**src/include/flash_prot_pkg.sv**
```systemverilog
/*
 * Shared constants and types of the flash read/write protection block:
 * register offsets, status bit positions, command codes, responses, states.
 * Assumes a 32-bit AXI4-Lite register bus with byte addresses.
 */
package flash_prot_pkg;

   localparam int DATA_W = 32;
   localparam int ADDR_W = 8;
   localparam int STRB_W = DATA_W / 8;

   // password width and the number of bus words that carry it
   localparam int PW_W = 256;
   localparam int PW_WORDS = PW_W / DATA_W;
   localparam int PW_IDX_W = 3;

   // register byte offsets
   localparam logic [ADDR_W-1:0] OFF_STATUS = 8'h00;
   localparam logic [ADDR_W-1:0] OFF_COMMAND = 8'h04;
   localparam logic [ADDR_W-1:0] OFF_PW_BASE = 8'h20;
   localparam logic [ADDR_W-1:0] PW_REGION_MASK = 8'hE0;

   // status register bit positions
   localparam int ST_LOADED = 0;
   localparam int ST_DBG_LOCKED = 1;
   localparam int ST_PF_RP_CFG = 2;
   localparam int ST_DF_RP_CFG = 3;
   localparam int ST_PF_DISABLED = 4;
   localparam int ST_DF_DISABLED = 5;
   localparam int ST_BOOT_INTERNAL = 6;
   localparam int ST_BUSY = 7;
   localparam int ST_CMD_FAIL = 8;
   localparam int ST_DBG_LOCK_CFG = 9;

   // command codes, written to the low byte of the command register
   localparam logic [7:0] CMD_NONE = 8'h00;
   localparam logic [7:0] CMD_DISABLE_PF = 8'h01;
   localparam logic [7:0] CMD_DISABLE_DF = 8'h02;
   localparam logic [7:0] CMD_RESUME = 8'h03;
   localparam logic [7:0] CMD_DBG_UNLOCK = 8'h04;

   localparam logic [1:0] RESP_OKAY = 2'h0;
   localparam logic [1:0] RESP_SLVERR = 2'h2;

   localparam logic [DATA_W-1:0] ZERO_WORD = 32'h0000_0000;

   typedef enum logic [1:0] {
      ST_LOAD,
      ST_READY,
      ST_CHECK,
      ST_APPLY
   } prot_state_e;

endpackage

```
**src/rtl/flash_protection.sv**
```systemverilog
/*
 * Protection controller of the flash subsystem: debug interface lock,
 * global program/data flash read protection with inherited write
 * protection, and password-checked disable commands with an unchecked resume command,
 * all reached over an AXI4-Lite slave.
 * Assumes configuration block contents arrive on the flash clock and
 * stay stable once cfg_valid is high; exclusive protection comes from
 * a separate unit.
 */
// How it works
// - The debug interface is locked while its lock bit is set and unlocks only on a matching 256-bit password.
// - Program flash read protection is on when its configured read-protect bit is 1.
// - Data flash read protection is on when its configured read-protect bit is 1.
// - Active read protection of program flash or data flash bank 0 also blocks every write to that array or bank.
// - Program and data flash protection are enabled independently of each other.
// - Enabled read protection always drives the startup hardening, whatever the boot source.
// - Processor reads of protected flash are blocked only when the device did not boot internally.
// - The disable command with the right password lifts the inherited write protection.
// - One program flash password, not the debug one, lifts program flash read and write protection together.
// - Lifting program flash read protection lifts its write protection in the same cycle.
// - A dedicated password lifts read and write protection of data flash bank 0 together.
// - Data flash bank 1 and security sectors follow exclusive protection, not these passwords.
// - A lifted protection lasts until reset or the resume command, then is active again.
module flash_protection
   import flash_prot_pkg::*;
(
   input wire logic clk_sys,
   input wire logic rst,
   // AXI4-Lite slave
   input wire logic [ADDR_W-1:0] s_axi_awaddr,
   input wire logic s_axi_awvalid,
   output logic s_axi_awready,
   input wire logic [DATA_W-1:0] s_axi_wdata,
   input wire logic [STRB_W-1:0] s_axi_wstrb,
   input wire logic s_axi_wvalid,
   output logic s_axi_wready,
   output logic [1:0] s_axi_bresp,
   output logic s_axi_bvalid,
   input wire logic s_axi_bready,
   input wire logic [ADDR_W-1:0] s_axi_araddr,
   input wire logic s_axi_arvalid,
   output logic s_axi_arready,
   output logic [DATA_W-1:0] s_axi_rdata,
   output logic [1:0] s_axi_rresp,
   output logic s_axi_rvalid,
   input wire logic s_axi_rready,
   // configuration block contents from the flash subsystem
   input wire logic cfg_valid,
   input wire logic debug_interface_lock_bit,
   input wire logic [PW_W-1:0] debug_password,
   input wire logic program_flash_read_protect,
   input wire logic [PW_W-1:0] program_flash_password,
   input wire logic data_flash_read_protect,
   input wire logic [PW_W-1:0] data_flash_password,
   input wire logic boot_internal,
   input wire logic excl_prot_df1,
   input wire logic excl_prot_secure,
   // protection outputs
   output logic access_granted,
   output logic debug_if_locked,
   output logic startup_pf_protect,
   output logic startup_df_protect,
   output logic pf_cpu_read_block,
   output logic df0_cpu_read_block,
   output logic pf_write_block,
   output logic df0_write_block,
   output logic df1_access_block,
   output logic secure_sector_block
);

   typedef struct packed {
      prot_state_e state;
      logic loaded;
      logic dbg_lock_cfg;
      logic pf_rp_cfg;
      logic df_rp_cfg;
      logic boot_int;
      logic dbg_unlocked;
      logic pf_disabled;
      logic df_disabled;
      logic cmd_fail;
      logic [7:0] cmd;
      logic [PW_W-1:0] pw;
      logic aw_got;
      logic [ADDR_W-1:0] aw_addr;
      logic w_got;
      logic [DATA_W-1:0] wdata;
      logic [STRB_W-1:0] wstrb;
      logic bvalid;
      logic [1:0] bresp;
      logic rvalid;
      logic [DATA_W-1:0] rdata;
      logic [1:0] rresp;
   } prot_state_s;

   prot_state_s s_reg;
   prot_state_s s_next;

   logic [PW_W-1:0] pw_expected;
   logic pw_match;
   logic pf_prot_on;
   logic df_prot_on;
   logic [DATA_W-1:0] status_word;

   always_comb begin
      unique case (s_reg.cmd)
         CMD_DISABLE_PF: pw_expected = program_flash_password;
         CMD_DISABLE_DF: pw_expected = data_flash_password;
         CMD_DBG_UNLOCK: pw_expected = debug_password;
         default: pw_expected = ~s_reg.pw;
      endcase
   end

   pw_compare #(
      .W(PW_W)
   ) u_pw_compare (
      .clk_sys(clk_sys),
      .rst(rst),
      .entered(s_reg.pw),
      .expected(pw_expected),
      .match_reg(pw_match)
   );

   assign pf_prot_on = !s_reg.loaded || (s_reg.pf_rp_cfg && !s_reg.pf_disabled);
   assign df_prot_on = !s_reg.loaded || (s_reg.df_rp_cfg && !s_reg.df_disabled);

   always_comb begin
      status_word = ZERO_WORD;
      status_word[ST_LOADED] = s_reg.loaded;
      status_word[ST_DBG_LOCKED] = debug_if_locked;
      status_word[ST_PF_RP_CFG] = s_reg.pf_rp_cfg;
      status_word[ST_DF_RP_CFG] = s_reg.df_rp_cfg;
      status_word[ST_PF_DISABLED] = s_reg.pf_disabled;
      status_word[ST_DF_DISABLED] = s_reg.df_disabled;
      status_word[ST_BOOT_INTERNAL] = s_reg.boot_int;
      status_word[ST_BUSY] = (s_reg.state != ST_READY);
      status_word[ST_CMD_FAIL] = s_reg.cmd_fail;
      status_word[ST_DBG_LOCK_CFG] = s_reg.dbg_lock_cfg;
   end

   always_comb begin
      logic do_write;
      logic [PW_IDX_W-1:0] pw_idx;
      logic fail_set;
      do_write = 1'b0;
      pw_idx = '0;
      fail_set = 1'b0;
      s_next = s_reg;

      // write channels are taken independently, in either order
      if (s_axi_awvalid && s_axi_awready) begin
         s_next.aw_got = 1'b1;
         s_next.aw_addr = s_axi_awaddr;
      end
      if (s_axi_wvalid && s_axi_wready) begin
         s_next.w_got = 1'b1;
         s_next.wdata = s_axi_wdata;
         s_next.wstrb = s_axi_wstrb;
      end
      if (s_reg.bvalid && s_axi_bready) begin
         s_next.bvalid = 1'b0;
      end
      if (s_reg.aw_got && s_reg.w_got && !s_reg.bvalid) begin
         do_write = 1'b1;
         s_next.aw_got = 1'b0;
         s_next.w_got = 1'b0;
         s_next.bvalid = 1'b1;
         s_next.bresp = RESP_OKAY;
      end

      if (do_write) begin
         pw_idx = s_reg.aw_addr[PW_IDX_W+1:2];
         if (s_reg.aw_addr == OFF_STATUS) begin
            // failure flag is write-one-to-clear
            if (s_reg.wstrb[1] && s_reg.wdata[ST_CMD_FAIL]) begin
               s_next.cmd_fail = 1'b0;
            end
         end else if (s_reg.aw_addr == OFF_COMMAND) begin
            // busy or not yet loaded: command refused with an error answer
            if (s_reg.state != ST_READY || !s_reg.wstrb[0]) begin
               s_next.bresp = RESP_SLVERR;
            end else begin
               s_next.cmd = s_reg.wdata[7:0];
               unique case (s_reg.wdata[7:0])
                  CMD_DISABLE_PF, CMD_DISABLE_DF, CMD_DBG_UNLOCK: begin
                     s_next.state = ST_CHECK;
                  end
                  CMD_RESUME: begin
                     s_next.pf_disabled = 1'b0;
                     s_next.df_disabled = 1'b0;
                     s_next.dbg_unlocked = 1'b0;
                     s_next.pw = '0;
                  end
                  default: begin
                     fail_set = 1'b1;
                  end
               endcase
            end
         end else if ((s_reg.aw_addr & PW_REGION_MASK) == OFF_PW_BASE
                      && s_reg.aw_addr[1:0] == 2'h0) begin
            if (s_reg.state == ST_READY) begin
               for (int b = 0; b < STRB_W; b++) begin
                  if (s_reg.wstrb[b]) begin
                     s_next.pw[pw_idx*DATA_W + b*8 +: 8] = s_reg.wdata[b*8 +: 8];
                  end
               end
            end else begin
               s_next.bresp = RESP_SLVERR;
            end
         end else begin
            s_next.bresp = RESP_SLVERR;
         end
      end

      // read channel; password words read as zero so they never leak
      if (s_reg.rvalid && s_axi_rready) begin
         s_next.rvalid = 1'b0;
      end
      if (s_axi_arvalid && s_axi_arready) begin
         s_next.rvalid = 1'b1;
         s_next.rresp = RESP_OKAY;
         s_next.rdata = ZERO_WORD;
         if (s_axi_araddr == OFF_STATUS) begin
            s_next.rdata = status_word;
         end else if (s_axi_araddr == OFF_COMMAND) begin
            s_next.rdata = {24'h00_0000, s_reg.cmd};
         end else if (!((s_axi_araddr & PW_REGION_MASK) == OFF_PW_BASE
                        && s_axi_araddr[1:0] == 2'h0)) begin
            s_next.rresp = RESP_SLVERR;
         end
      end

      unique case (s_reg.state)
         ST_LOAD: begin
            if (cfg_valid) begin
               s_next.loaded = 1'b1;
               s_next.dbg_lock_cfg = debug_interface_lock_bit;
               s_next.pf_rp_cfg = program_flash_read_protect;
               s_next.df_rp_cfg = data_flash_read_protect;
               s_next.boot_int = boot_internal;
               s_next.state = ST_READY;
            end
         end
         ST_READY: begin
         end
         // comparator result is registered, so one cycle to settle
         ST_CHECK: begin
            s_next.state = ST_APPLY;
         end
         ST_APPLY: begin
            s_next.state = ST_READY;
            s_next.pw = '0;
            if (!pw_match) begin
               fail_set = 1'b1;
            end else begin
               unique case (s_reg.cmd)
                  CMD_DISABLE_PF: s_next.pf_disabled = 1'b1;
                  CMD_DISABLE_DF: s_next.df_disabled = 1'b1;
                  CMD_DBG_UNLOCK: s_next.dbg_unlocked = 1'b1;
                  default: fail_set = 1'b1;
               endcase
            end
         end
      endcase

      // a failure in the same cycle as its clear wins
      if (fail_set) begin
         s_next.cmd_fail = 1'b1;
      end
   end

   always_ff @(posedge clk_sys) begin
      if (rst) begin
         s_reg <= '0;
         s_reg.state <= ST_LOAD;
      end else begin
         s_reg <= s_next;
      end
   end

   assign s_axi_awready = !s_reg.aw_got && !s_reg.bvalid;
   assign s_axi_wready = !s_reg.w_got && !s_reg.bvalid;
   assign s_axi_bvalid = s_reg.bvalid;
   assign s_axi_bresp = s_reg.bresp;
   assign s_axi_arready = !s_reg.rvalid;
   assign s_axi_rvalid = s_reg.rvalid;
   assign s_axi_rdata = s_reg.rdata;
   assign s_axi_rresp = s_reg.rresp;

   assign access_granted = s_reg.loaded;
   // debug lock from the configured bit
   assign debug_if_locked = !s_reg.loaded || (s_reg.dbg_lock_cfg && !s_reg.dbg_unlocked);
   assign startup_pf_protect = pf_prot_on;
   assign startup_df_protect = df_prot_on;
   // cpu reads only blocked on external boot
   assign pf_cpu_read_block = !s_reg.loaded || (pf_prot_on && !s_reg.boot_int);
   assign df0_cpu_read_block = !s_reg.loaded || (df_prot_on && !s_reg.boot_int);
   assign pf_write_block = pf_prot_on;
   assign df0_write_block = df_prot_on;
   assign df1_access_block = !s_reg.loaded || excl_prot_df1;
   assign secure_sector_block = !s_reg.loaded || excl_prot_secure;

endmodule

```
**src/rtl/pw_compare.sv**
```systemverilog
/*
 * Registered comparison of an entered password against a reference.
 * Assumes both inputs are stable for the cycle before the result is used.
 */
module pw_compare
   import flash_prot_pkg::*;
#(
   parameter int W = PW_W
) (
   input wire logic clk_sys,
   input wire logic rst,
   input wire logic [W-1:0] entered,
   input wire logic [W-1:0] expected,
   output logic match_reg
);

   typedef struct packed {
      logic match;
   } cmp_state_s;

   cmp_state_s s_reg;
   cmp_state_s s_next;

   // full-width compare; a partial match never counts
   always_comb begin
      s_next = s_reg;
      s_next.match = (entered == expected);
   end

   always_ff @(posedge clk_sys) begin
      if (rst) begin
         s_reg <= '0;
      end else begin
         s_reg <= s_next;
      end
   end

   assign match_reg = s_reg.match;

endmodule

```
**config.mk**
```make
export PLATFORM = sky130hd
export DESIGN_NAME = flash_protection
export DESIGN_NICKNAME = d
export VERILOG_FILES = /design/src/include/flash_prot_pkg.sv /design/src/rtl/flash_protection.sv /design/src/rtl/pw_compare.sv
export SDC_FILE = /design/constraint.sdc
export NUM_CORES = 1
export LEC_CHECK = 0
export BUFFER_PORTS_ARGS = -buffer_cell sky130_fd_sc_hd__buf_2
export CAP_MARGIN = 10
export CORE_AREA = 10 10 341 343
export DETAILED_ROUTE_END_ITERATION = 12
export DIE_AREA = 0 0 351 353
export SYNTH_ARGS = -nofsm -noshare
export SYNTH_HDL_FRONTEND = slang
export SYNTH_SLANG_ARGS = --single-unit
export TNS_END_PERCENT = 30
```
**constraint.sdc**
```tcl
create_clock -name clk_sys -period 3.86 [get_ports clk_sys]
set_input_delay 0.193 -clock clk_sys [delete_from_list [all_inputs] [get_ports clk_sys]]
set_output_delay 0.193 -clock clk_sys [all_outputs]
set_load 0.02 [all_outputs]
```
==> run_results.csv, run 1 <==
group,metric,value,unit
status,status,"finished clean",
timing,slew_headroom,22.2,%
final_layout,nNetsFinal,4571,
pwr,vdd_drop_max,0.294,mV
job,max_cap_viol_count,0,
place,portBuffers,861,
die,die_h,353,um
route,postRouteWirelength,190000,um
synth,yosys-top-cells-area,"dfxtp_1, a22oi_1, a21oi_1",
final_layout,instances_no_fill,5241,
timing,tightest_slew,1170,ps
worst_hold_path,holdCritStartpoint,"s_axi_araddr[5]",
place,routabilityCongestion,1.04,
pwr,clock_power_share,45.3,%
route,dr.pass1.iters,9,
cts,insertion_delay,600,ps
worst_hold_path,hold_depth,5,
synth,synth_area_leader_cell,"dfxtp_1",
timing,layout_worst_path_cycle_share,98.7,%
die,dieArea,124000,um^2
critical_path,r2r-start,"s_reg[347]",
critical_path,crit_chain,"or4_4 -> buf_6 -> nor3b_4 -> buf_12 -> buf_16 -> buf_4 -> a222oi_1 -> xnor2_1 -> nor4_2 -> nand3_1 -> nor4_4 -> nand4_1 -> nor4_4",
synth,synth.cell_area,20700,um^2
critical_path,r2r_slack,50,ps
synth,yosys.cell_types.count,68,
timing,finalHoldViolations,0,
final_layout,fillers,12200,
cts,cts_sinks,337,
die,core-area,110000,um^2
critical_path,cp-end-kind,"register",
pwr,sw_frac_of_total,28.6,%
timing,fin_worst_skew,46.0,ps
critical_path,reg2reg_depth,13,
critical_path,worst-path-max-fanout,13,
synth,synth_seq_cells,337,
critical_path,reg2reg_to,"u_pw_compare.match_reg",
critical_path,worst_path_largest_cell_delay,550,ps
pwr,p_seq_share,41.8,%
synth,ys_seq_area_share,32.7,%
die,rows,122,
cts,h-tree-depth,2,
pwr,p_comb_share,12.9,%
final_layout,seq_area,6750,um^2
global_routing,grt_antenna_before_repair,152,
route,drc,0,
route,dr_total_vias,28600,
route,drt_iter0_markers,4347,
global_routing,grt_use_total,28.5,%
critical_path,cp-start-kind,"register",
critical_path,critPathBufInv,4,
timing,rsz0062_at_grt,"true",
final_layout,syn2layout_area_growth,46.8,%
critical_path,crit_top_cell,"nor4_4",
timing,min_period,3810,ps
synth,synth_area_per_cell,7.46,um^2
timing,max_freq,0.262,GHz
synth,synth_edf_count,0,
cts,cts_tree,"built",
critical_path,cp_top_family,"simple AND/OR/NAND/NOR gates",
pwr,p_leak,11.9,nW
die,io_pins,885,
cts,cts_root_buf,"clkbuf_16",
pwr,power.density,289,nW/um^2
critical_path,cp.depth,13,
critical_path,critPathSlowestCell,"or4_4",
synth,yosys_warnings,0,
cts,clockBufferDepth,3,
final_layout,final_common_cell,"buf_2",
route,ant_nets,0,
synth,synthCells,2769,
worst_hold_path,hold_end,"s_axi_rresp[1]",
final_layout,multi_input_comb_area,13000,um^2
synth,yosysTopAreaCellShare,32.7,%
final_layout,mostFrequentLayoutCells,"buf_2, nand2_1, a21oi_1, dfxtp_1, a22oi_1",
global_routing,grt_pass1_vias,27100,
timing,drv_slew,0,
worst_hold_path,worstHoldPathType,"in2reg",
critical_path,critPathRequiredTime,4350,ps
critical_path,crit_arrival,4300,ps
global_routing,grt_max_degree,79,
global_routing,overflow,0,
route,via_per_inst,5.45,
pwr,switchingPower,0.00250,W
die,die_width,351,um
final_layout,drive_gt1_share,32.9,%
cts,cts_made_buffers,38,
place,hpwl,157000,um
synth,ys_async_sr_fraction,0,%
route,wl_per_cell,36.2,um
global_routing,grt_first_pass_wirelength,243000,um
die,start_util,18.8,%
final_layout,largest_reg_flops,320,
cts,path_clk_slew,60,ps
timing,setup_violations,0,
pwr,power.internal,0.00626,W
critical_path,path_class,"reg2reg",
place,dp_cells,5046,
synth,ys.flop_type,"dfxtp_1",
final_layout,post-route-util,27.6,%
-- cell families after synthesis --
family | after synthesis | synth area share [%]
other cells | 1 | 0.0182
buf+inv | 312 | 6.61
xor+xnor | 155 | 6.57
compound gates | 904 | 29.9
fa+ha+maj | 6 | 0.363
mux | 25 | 1.24
flops | 337 | 32.7
simple gates | 1029 | 22.7
-- timing repair --
action | CTS | global route
gates cloned | 1 | 2
setup buffers | 3 | 11
gates resized for setup | 35 | 48
hold buffers | 56 | 0
endpoints found under the hold margin | 57 | 0
pin swaps | 11 | 24
setup endpoints to repair | 1 | 1
-- per-stage QoR --
step / setup WS (ps) / TNS, ps / hold WS (ps) / area [um^2] / power, W
4_1_cts: 8.05 / 0 / 18.5 / 29800 / 0.00873
3_3_place_gp: -851 / -851 / 383 / 27700 / 0.00478
6_report: 48.8 / 0 / 48.8 / 30300 / 0.00877
2_1_floorplan: 306 / 0 / 292 / 20700 / 0.00399
5_1_grt: 2.57 / 0 / 90.3 / 30200 / 0.00894
3_5_place_dp: -811 / -811 / 386 / 27700 / 0.00478
-- power groups by stage --
stage,logic (W),clock network (W),registers (W)
finish,0.00113,0.00397,0.00367
CTS,0.00111,0.00397,0.00365
detailed placement,0.00105,0,0.00373
floorplan,0.000371,0,0.00362
global placement,0.00105,0,0.00373
global route,0.00118,0.00410,0.00366
-- worst min-delay path: cells and delay by family --
kind | cells | cell delay, ps
buffers and inverters | 2 | 140
AO/OA/AOI/OAI | 1 | 60
AND/OR/NAND/NOR | 2 | 180
-- layer usage --
| metal | GRT usage [%] | routed length (um) | vias up |
|---|---|---|---|
| met4 | 13.9 | 12000 | 82 |
| met2 | 44.9 | 82900 | 2164 |
| met1 | 34.7 | 73500 | 13600 |
| met5 | 0 | 549 | - |
| li1 | - | - | 12200 |
| met3 | 9.01 | 20800 | 567 |
-- layout make-up --
class / count / share of cell area, %
repair buffers: 1163 / 23.5
flip-flops and latches: 337 / 22.3
multi-input cells: 2142 / 42.9
inverters: 49 / 0.607
clock buffers: 52 / 3.61
clock inverters: 17 / 0.784
diodes: 55 / 0.454
well taps: 1426 / 5.88
-- worst max-delay path by stage --
stage	from	to
floorplan	s_reg[347]	u_pw_compare.match_reg
global placement	s_reg[347]	u_pw_compare.match_reg
detailed placement	s_reg[347]	u_pw_compare.match_reg
CTS	s_reg[347]	u_pw_compare.match_reg
global route	s_reg[347]	u_pw_compare.match_reg
finish	s_reg[347]	u_pw_compare.match_reg
-- synth_stat cells, types with 48 or more instances --
| cell | n |
|---|---|
| inv_1 | 48 |
| dfxtp_1 | 337 |
| nor2_1 | 202 |
| xor2_1 | 50 |
| nand3_1 | 223 |
| a222oi_1 | 59 |
| a22oi_1 | 228 |
| xnor2_1 | 105 |
| clkbuf_1 | 152 |
| nand2_1 | 407 |
| a22o_1 | 83 |
| a21oi_1 | 334 |
Note: power is estimated with default switching activity, not from simulation.
==> run 2, diff against run 1 <==
- CELL_PAD_IN_SITES_DETAIL_PLACEMENT: default -> 1
- CELL_PAD_IN_SITES_GLOBAL_PLACEMENT: default -> 2
- CORE_AREA: 10 10 341 343 -> 10 10 338 340
- DIE_AREA: 0 0 351 353 -> 0 0 348 350
- PLACE_DENSITY_LB_ADDON: default -> 0.1
==> run 2 against run 1 <==
  * Combinational power is essentially flat
  * Non-clock buffer count increased by 52
  * Critical path depth decreased by 1
  * Maximum frequency fell by 0.66%
  * Count of clock-buffer cells in the layout grew 13
  * Cell count barely moved
  * First-iteration DRC count decreased by 47%
  * Power increased by 4.3%
  * Clock power grew 8.8%
  * Global-route usage increased by 1.3 points
  * Die area fell by 1.7%
  * Via count fell by 3.9%
  * Critical endpoint unchanged
  * Largest power group unchanged
  * Highest routed layer unchanged
==> run_results.csv, run 2 (synthesis results as in run 1) <==
group,metric,value,unit
timing,min_period,3840,ps
place,portBuffers,861,
die,start_util,19.2,%
place,dp_cells,5095,
global_routing,grt_first_pass_wirelength,252000,um
timing,drv_slew,0,
critical_path,crit_arrival,4350,ps
pwr,vdd_drop_max,0.281,mV
place,hpwl,161000,um
timing,tightest_slew,1230,ps
worst_hold_path,worstHoldPathType,"in2reg",
pwr,power.density,299,nW/um^2
critical_path,cp-end-kind,"register",
final_layout,fillers,13100,
cts,insertion_delay,600,ps
final_layout,seq_area,6750,um^2
route,wl_per_cell,36.7,um
pwr,power.total,0.00914,W
die,die_h,350,um
pwr,p_leak,12.1,nW
status,status,"finished clean",
route,drt_iter0_markers,2296,
die,io_pins,885,
die,rows,121,
die,dieArea,122000,um^2
timing,rsz0062_at_grt,"true",
route,via_per_inst,5.24,
critical_path,worst-path-max-fanout,7,
route,postRouteWirelength,192000,um
critical_path,path_class,"reg2reg",
global_routing,grt_pass1_vias,28700,
timing,slew_headroom,17.7,%
die,core-area,108000,um^2
timing,layout_worst_path_cycle_share,99.4,%
timing,fin_worst_skew,27.0,ps
final_layout,final_common_cell,"buf_2",
global_routing,grt_use_total,29.8,%
cts,cts_root_buf,"clkbuf_16",
route,dr_total_vias,27500,
global_routing,overflow,0,
global_routing,grt_max_degree,78,
cts,cts_made_buffers,44,
final_layout,instances_no_fill,5246,
die,die_width,348,um
route,dr.pass1.iters,9,
global_routing,grt_antenna_before_repair,38,
timing,finalHoldViolations,0,
job,max_cap_viol_count,0,
cts,path_clk_slew,60,ps
final_layout,nNetsFinal,4629,
final_layout,largest_reg_flops,320,
route,drc,0,
timing,setup_violations,0,
final_layout,syn2layout_area_growth,48.1,%
final_layout,multi_input_comb_area,12800,um^2
route,ant_nets,0,
final_layout,drive_gt1_share,33.6,%
final_layout,mostFrequentLayoutCells,"buf_2, nand2_1, dfxtp_1, a21oi_1, buf_4",
cts,cts_sinks,337,
timing,max_freq,0.261,GHz
critical_path,critPathRequiredTime,4370,ps
place,routabilityCongestion,0.948,
cts,h-tree-depth,2,
cts,clockBufferDepth,3,
critical_path,cp-start-kind,"register",
cts,cts_tree,"built",
run 2: cell types whose count changed in the layout (fill, tap and decap cells not counted), moves of 5 or more:
cell / previous run / this run
buf_4: 213 / 261
diode_2: 55 / 11
clkbuf_16: 40 / 48
nor4_1: 15 / 23
nor4_4: 9 / 1
buf_12: 22 / 28
a22oi_1: 223 / 228
a22oi_2: 5 / 0
run 2: per-stage QoR:
stage / cell area (um^2) / setup WS [ps] / util, % / hold slack (ps) / TNS, ps
final: 30600 / 23.5 / 28.4 / 36.5 / 0
after detailed placement: 28200 / -304 / 26.2 / 381 / -304
after CTS: 30300 / 1.08 / 28.1 / 2.40 / 0
after global routing: 30600 / -68.9 / 28.4 / 82.3 / -68.9
after floorplan: 20700 / 306 / - / 292 / 0
after global placement: 28200 / -200 / 26.2 / 376 / -200
run 2: layer usage:
layer | GRT usage [%] | wire [um] | up-vias | part of all wire, %
met3 | 6.33 | 12200 | 185 | 6.3
li1 | - | - | 12200 | -
met1 | 37.4 | 83000 | 14000 | 43
met2 | 51.3 | 92100 | 1075 | 48
met5 | 0 | 186 | - | 0.097
met4 | 7.72 | 4980 | 30 | 2.6
run 2: repair_timing:
action,4_1_cts,5_1_grt
endpoints found under the setup margin,1,1
pin swaps,4,22
gates resized for setup,16,28
hold endpoints to repair,59,0
buffers inserted,1,5
gates cloned,0,2
hold buffers,54,0
run 2: report_power, final:
part           switching (W)  internal, W  total [W]
logic               0.000686     0.000459    0.00114
registers           0.000155      0.00352    0.00368
clock network        0.00179      0.00253    0.00432
total                0.00263      0.00651    0.00914
run 2: final timing paths:
path                                       from                     end  slack [ps]  depth (start not counted)
worst min register to register   s_axi_rdata[2]          s_axi_rdata[2]         450                          2
worst min-delay path            s_axi_araddr[5]          s_axi_rresp[1]          40                          5
worst max register to register       s_reg[345]  u_pw_compare.match_reg          20                         12
worst max-delay path                 s_reg[345]  u_pw_compare.match_reg          20                         12
run 2: worst max-delay path, cell delays in order, from the launching register on:
cell and delay (ps):
dfxtp_2 320, or4_4 600, buf_6 160, nor3b_4 170
buf_6 170, buf_12 140, a221o_1 190, o2111ai_2 140
nor4_2 300, nand4_1 130, or4_4 590, or4_4 580
nor4_4 280
run 2: final cells by class:
type                    count  share of cell area [%]
inverters                  49                   0.601
diodes                     11                  0.0900
flip-flops and latches    337                    22.1
clock inverters            13                   0.434
well taps                1414                    5.78
repair buffers           1215                    24.6
multi-input cells        2142                    42.0
clock buffers              65                    4.39
